`config.mk`:
```
export PLATFORM = sky130hd
export DESIGN_NAME = tmzp_timer
export DESIGN_NICKNAME = d
export VERILOG_FILES = /design/src/logic/tmzp_prescaler.v /design/src/logic/tmzp_timer.v
export VERILOG_INCLUDE_DIRS = /design/src /design/src/logic
export SDC_FILE = /design/constraint.sdc
export NUM_CORES = 1
export LEC_CHECK = 0
export ABC_CLOCK_PERIOD_IN_PS = 3800
export BUFFER_PORTS_ARGS = -buffer_cell sky130_fd_sc_hd__buf_2
export CAP_MARGIN = 10
export CORE_ASPECT_RATIO = 0.5
export CORE_MARGIN = 3
export CORE_UTILIZATION = 50
export CTS_CLUSTER_SIZE = 16
export DETAILED_ROUTE_END_ITERATION = 10
export GPL_TIMING_DRIVEN = 0
export PLACE_DENSITY_LB_ADDON = 0.12
export RECOVER_POWER = 50
export SYNTH_ARGS = -nofsm -noshare
export SYNTH_HDL_FRONTEND = slang
export SYNTH_SLANG_ARGS = --single-unit
```
`constraint.sdc`:
```
create_clock -name SYS_CLK -period 3.8 [get_ports SYS_CLK]
set_input_delay 0.76 -clock SYS_CLK [delete_from_list [all_inputs] [get_ports SYS_CLK]]
set_output_delay 0.76 -clock SYS_CLK [all_outputs]
set_load 0.02 [all_outputs]
```
`src/logic/tmzp_defs.vh`:
```
// Constants for the shared-prescaler timer block
// Assumes inclusion by bare name from the design files
`ifndef TMZP_DEFS_VH
`define TMZP_DEFS_VH
`define TMZP_ADDR_COUNT      8'h01
`define TMZP_ADDR_INTCTL     8'h0B
`define TMZP_ADDR_CONFIG     8'h81
`define TMZP_CFG_RESET       8'hFF
`define TMZP_INT_RESET       8'h00
`define TMZP_CFG_SRC_BIT     5
`define TMZP_CFG_EDGE_BIT    4
`define TMZP_CFG_ASSIGN_BIT  3
`define TMZP_INT_FLAG_BIT    2
`define TMZP_INT_EN_BIT      5
`define TMZP_INHIBIT_CYCLES  2'h2
`endif

```
`src/logic/tmzp_prescaler.v`:
```
// Shared 8-bit prescaler counter with ratio tap selection
// Assumes a one-cycle enable on its input and synchronous clear
`timescale 1ns/1ns
module tmzp_prescaler #(
  parameter WIDTH = 8
) (
  input  wire       clk,      // System clock
  input  wire       rst,      // Asynchronous reset, high
  input  wire       clr,      // Clear the count
  input  wire       tick_in,  // Input event
  input  wire [2:0] ratio,    // Ratio select
  input  wire       wdt_mode, // High: divide 1:1 to 1:128
  output wire       tick_out  // Divided event pulse
);
  reg  [WIDTH-1:0] count;
  wire [WIDTH-1:0] next_count;
  wire [3:0]       tap;

  assign next_count = count + {{(WIDTH-1){1'b0}}, 1'b1};
  assign tap        = wdt_mode ? {1'b0, ratio} : {1'b0, ratio} + 4'h1;
  // A tick leaves when all low bits below the tap roll over
  assign tick_out   = tick_in & ((tap == 4'h0) |
                      (&(count | ~((({{(WIDTH-1){1'b0}}, 1'b1}) << tap) -
                      {{(WIDTH-1){1'b0}}, 1'b1}))));

  always @(posedge clk or posedge rst) begin
    if (rst) begin
      count <= {WIDTH{1'b0}};
    end else if (clr) begin
      count <= {WIDTH{1'b0}};
    end else if (tick_in) begin
      count <= next_count;
    end
  end
endmodule

```
`src/logic/tmzp_timer.v`:
```
// Operation
// - One prescaler, timer or watchdog, other unscaled
// - Prescaler count has no register address
// - Assignment and ratio from config bits 3:0
// - Count write clears prescaler when timer-assigned
// - Watchdog clear instruction clears prescaler when watchdog-assigned
// - Count write keeps assignment and ratio
// - Ratios: timer 1:2..1:256, watchdog 1:1..1:128
// - Config resets to all ones
// - Bit 5 selects instruction cycle or pin
// - Bit 4 selects rising or falling pin edge
// - Wrap FFh to 00h sets flag, enable masks
// - Count write inhibits counting two cycles
//
// Shared-prescaler 8-bit timer/counter top level
// Assumes SYS_CLK is the instruction-cycle clock and pins are synchronous
`timescale 1ns/1ns
`include "tmzp_defs.vh"
module tmzp_timer (
  input  wire       SYS_CLK,      // Instruction-cycle clock
  input  wire       SYS_RST,      // Asynchronous reset, high
  input  wire [7:0] ADDR,         // Register address
  input  wire [7:0] WDATA,        // Write data
  input  wire       WR,           // Write strobe
  input  wire       RD,           // Read strobe
  output reg  [7:0] RDATA,        // Read data, cycle after strobe
  input  wire       EXT_COUNT,    // External count input
  input  wire       WDT_CLEAR,    // Watchdog clear instruction pulse
  input  wire       WDT_TICK,     // Watchdog raw time-base tick
  output wire       WDT_TICK_OUT, // Watchdog tick after prescaling
  output wire       WDT_RESTART,  // Watchdog restart pulse
  output wire       IRQ           // Overflow interrupt, flag masked by enable bit
);
  reg  [7:0] timer_count;
  reg  [7:0] timer_prescale_config;
  reg  [7:0] interrupt_control;
  reg  [1:0] inhibit;
  reg        ext_last;
  wire       count_wr;
  wire       ctl_wr;
  wire       cfg_wr;
  wire       clock_source_select;
  wire       source_edge_select;
  wire       prescaler_assign;
  wire [2:0] prescale_ratio;
  wire       ext_edge;
  wire       src_tick;
  wire       pre_in;
  wire       pre_out;
  wire       pre_clr;
  wire       count_tick;
  wire       overflow;

  assign count_wr            = WR & (ADDR == `TMZP_ADDR_COUNT);
  assign ctl_wr              = WR & (ADDR == `TMZP_ADDR_INTCTL);
  assign cfg_wr              = WR & (ADDR == `TMZP_ADDR_CONFIG);
  assign clock_source_select = timer_prescale_config[`TMZP_CFG_SRC_BIT];
  assign source_edge_select  = timer_prescale_config[`TMZP_CFG_EDGE_BIT];
  assign prescaler_assign    = timer_prescale_config[`TMZP_CFG_ASSIGN_BIT];
  assign prescale_ratio      = timer_prescale_config[2:0];

  assign ext_edge = source_edge_select ? (ext_last & ~EXT_COUNT) :
                                         (~ext_last & EXT_COUNT);
  assign src_tick = clock_source_select ? ext_edge : 1'b1;

  assign pre_in  = prescaler_assign ? WDT_TICK : src_tick;
  assign pre_clr = prescaler_assign ? WDT_CLEAR : count_wr;
  assign WDT_TICK_OUT = prescaler_assign ? pre_out : WDT_TICK;
  assign WDT_RESTART  = WDT_CLEAR;
  assign count_tick   = (prescaler_assign ? src_tick : pre_out) & (inhibit == 2'h0);
  assign overflow     = count_tick & (timer_count == 8'hFF) & ~count_wr;
  assign IRQ = interrupt_control[`TMZP_INT_FLAG_BIT] & interrupt_control[`TMZP_INT_EN_BIT];

  tmzp_prescaler #(
    .WIDTH    (8)
  ) u_pre (
    .clk      (SYS_CLK),
    .rst      (SYS_RST),
    .clr      (pre_clr),
    .tick_in  (pre_in),
    .ratio    (prescale_ratio),
    .wdt_mode (prescaler_assign),
    .tick_out (pre_out)
  );

  always @(posedge SYS_CLK or posedge SYS_RST) begin
    if (SYS_RST) begin
      timer_count <= 8'h00;
      inhibit     <= 2'h0;
      ext_last    <= 1'b0;
    end else begin
      ext_last <= EXT_COUNT;
      if (count_wr) begin
        timer_count <= WDATA;
        inhibit     <= `TMZP_INHIBIT_CYCLES;
      end else begin
        if (inhibit != 2'h0) begin
          inhibit <= inhibit - 2'h1;
        end
        if (count_tick) begin
          timer_count <= timer_count + 8'h01;
        end
      end
    end
  end

  always @(posedge SYS_CLK or posedge SYS_RST) begin
    if (SYS_RST) begin
      timer_prescale_config <= `TMZP_CFG_RESET;
      interrupt_control     <= `TMZP_INT_RESET;
    end else begin
      if (cfg_wr) begin
        timer_prescale_config <= WDATA;
      end
      if (ctl_wr) begin
        interrupt_control <= WDATA;
      end
      // Overflow wins over a same-cycle clear
      if (overflow) begin
        interrupt_control[`TMZP_INT_FLAG_BIT] <= 1'b1;
      end
    end
  end

  always @(posedge SYS_CLK or posedge SYS_RST) begin
    if (SYS_RST) begin
      RDATA <= 8'h00;
    end else if (RD) begin
      case (ADDR)
        `TMZP_ADDR_COUNT:  RDATA <= timer_count;
        `TMZP_ADDR_INTCTL: RDATA <= interrupt_control;
        `TMZP_ADDR_CONFIG: RDATA <= timer_prescale_config;
        default:           RDATA <= 8'h00;
      endcase
    end else begin
      RDATA <= 8'h00;
    end
  end
endmodule

```
==> impl_metrics.yaml <==
timing:
  finalCritPeriodShare_pct: 97.8
  maxSlewViolCount: 44
  grt_setup_unrepaired: "false"
  tightest_slew_ns: 1.57
  fmax_mhz: 269
  fin_skew_ns: 0.00658
  final_hold_viol_count: 0
  hold-worst-slack_ns: 0.513
  setup_viol: 0
  slew_headroom_pct: -5.04
  fin_crit_ns: 3.72
  setup_slack_ns: 0.0844
synth:
  synth_top_area_share_pct: 34.8
  synthTopCellsByCount: "dfrtp_1, nand2_1, nor2_1"
  synth_cells: 247
  syn_area_um2: 2510
  async_flop_share_pct: 100
  syn_nets: 275
  synth_top_area_cell: "dfrtp_1"
  synth-seq-cells: 43
  yosysWarnings: 0
  ys_types: 57
  ys_top_cells_by_area: "dfrtp_1, dfstp_2, mux2_2, nand2_1, xnor2_1"
  synth_flop_cell: "dfrtp_1"
  ys_seq_area_share_pct: 43.2
  avgSynthCellArea_um2: 10.2
  synth_edf_count: 0
  synth_most_common_cell: "dfrtp_1"
floorplan:
  design.die.area_um2: 5970
  io_pins: 34
  die_h_um: 56.1
  rows: 17
  die_w_um: 106
  coreArea_um2: 4620
  start_util_pct: 54.5
critical_path:
  critPathKind: "reg -> out"
  crit_path_start_kind: "flop"
  arrival_ns: 2.96
  worstPathRequired_ns: 3.04
  end_kind: "primary output"
  crit_fanout: 10
detailed_routing:
  wl_met3_um: 229
  wl_um: 5790
  vias_per_cell: 5.65
  dr_wl_met2_um: 2780
  ant_nets: 0
  drc: 0
  detail_route.wl_per_cell_um: 15.8
  wl_met1_um: 2750
  maxUsedRoutingLayer: "met4"
  drt_pass1_iterations: 4
  drtIter0Drc: 96
  dr_total_vias: 2068
global_route:
  grt_pass1_wl_um: 9630
  grt_usage_pct: 20.2
  antenna_found_initial: 0
  grt_overflow_total: 0
  grt_max_degree: 44
  grt_pass1_vias: 2030
power:
  power.density_nw_per_um2: 467
  leakage_nw: 1.28
  peakVddDrop_mv: 0.210
run:
  drv_cap: 1
clock_network:
  htree_levels: 2
  clk_path_buf_depth: 2
  cts_made_buffers: 5
  cts_tree: "yes"
  insertion_delay_ns: 0.30
  cts_root_buf: "clkbuf_8"
  clk_pin_slew_ns: 0.08
  cts.sink_count: 43
worst_hold_path:
  hold_class: "reg -> reg"
layout:
  post-route-util_pct: 65.0
  nFillCells: 366
  seq_area_um2: 1090
  synthToLayoutAreaGrowth_pct: 19.4
  final_nets: 327
  multiInputGateArea_um2: 1380
  drive_gt1_share_pct: 36.3
  antennaDiodeCount: 0
place:
  dp_slack_ns: -0.0316
  port_buffers: 33
  gp_congestion: 0.861
  hpwl_um: 3920
status:
  violations: "capacitance limit, slew limit"
  outcome: "finished, violations left"
-- sequential cells by signal (all words and copies together) (netlist names) --
name / count
ext_last: 1
timer_count: 8
interrupt_control: 8
timer_prescale_config: 8
inhibit: 2
RDATA: 8
u_pre.count: 8
-- metal layers --
| metal | GRT usage [%] | vias up |
|---|---|---|
| met5 | 0 | - |
| met4 | 4.06 | 0 |
| met3 | 4.52 | 6 |
| met2 | 34.0 | 47 |
| met1 | 27.0 | 1023 |
| li1 | - | 992 |
-- stage by stage --
step	power, W	setup TNS, ns	instance area (um^2)	instances
after floorplan	0.000925	0	2510	247
after global placement	0.00100	0	2760	346
after detailed placement	0.00102	-0.0316	2760	346
after CTS	0.00138	0	2960	364
after global routing	0.00150	0	3000	366
final	0.00140	0	3000	366
-- power by group --
group          leakage (nW)  switching [W]  internal (W)
clock                0.0505       0.000166      0.000166
combinational         0.689       0.000218      0.000213
sequential            0.543      0.0000928      0.000545
total                  1.28       0.000477      0.000924
-- kinds of logic after synthesis --
kind of cell | share of synthesized area, %
xor gates and xnor gates | 5.23
buffers and inverters | 3.88
AOI/OAI and AO/OA | 16.4
muxes | 9.71
and+or+nand+nor | 19.1
DFF | 43.2
adders and majority gates | 2.49
-- layout by cell type, fill, tap and decap left out, drive strengths merged, types with 2 or more instances in the layout --
| cell type | instances |
|---|---|
| nor3 | 3 |
| nor2b | 3 |
| nand2 | 32 |
| dfstp | 8 |
| a211o | 2 |
| mux2 | 19 |
| and2b | 2 |
| xnor2 | 10 |
| xor2 | 5 |
| and3 | 3 |
| nand3 | 7 |
| a211oi | 5 |
| buf | 46 |
| clkbuf | 14 |
| inv | 7 |
| or2 | 3 |
| nor2 | 20 |
| a21oi | 16 |
| o21ai | 10 |
| nand4 | 3 |
| dfrtp | 35 |
| nand2b | 2 |
| or3b | 2 |
| a22oi | 8 |
| and2 | 3 |
| or4b | 2 |
| mux2i | 3 |
| o211ai | 4 |
| ha | 5 |
-- final cells by class --
class / count / area share [%]
multi-input combinational: 189 / 46.1
sequential: 43 / 36.2
timing repair buffer: 46 / 8.63
clock buffer: 7 / 3.21
tap: 66 / 2.75
buffer: 7 / 2.00
inverter: 7 / 0.876
clock inverter: 1 / 0.250
-- critical path: stages, from the launching register on --
cell and delay [ns]:
dfstp_2 0.58, buf_6 0.16, and3b_1 0.20, nor2_2 0.05, o32ai_2 0.29, inv_2 0.09, ha_4 0.27, o21ai_1 0.06
a211o_2 0.34, nor2_4 0.11, o2111ai_4 0.13, a31oi_1 0.22, buf_4 0.17
-- path summary, 6_finish.rpt --
check                                               from              endpoint  slack [ns]  cells after the start
worst max-delay path            timer_prescale_config[2]          WDT_TICK_OUT        0.08                     12
worst min-delay path                interrupt_control[0]  interrupt_control[0]        0.51                      1
worst max register to register  timer_prescale_config[2]        timer_count[1]        0.57                     15
worst min register to register      interrupt_control[0]  interrupt_control[0]        0.51                      1
max in group asynchronous                        SYS_RST  interrupt_control[7]        1.95                      2
min in group asynchronous                        SYS_RST              RDATA[3]        0.93                      2
-- timing repair --
item	CTS	global route
hold endpoints to repair	0	0
setup buffers	10	3
endpoints found under the setup margin	1	1
pin swaps	4	8
hold buffers	0	0
gates resized for setup	5	9
(Power assumes the default switching activity.)
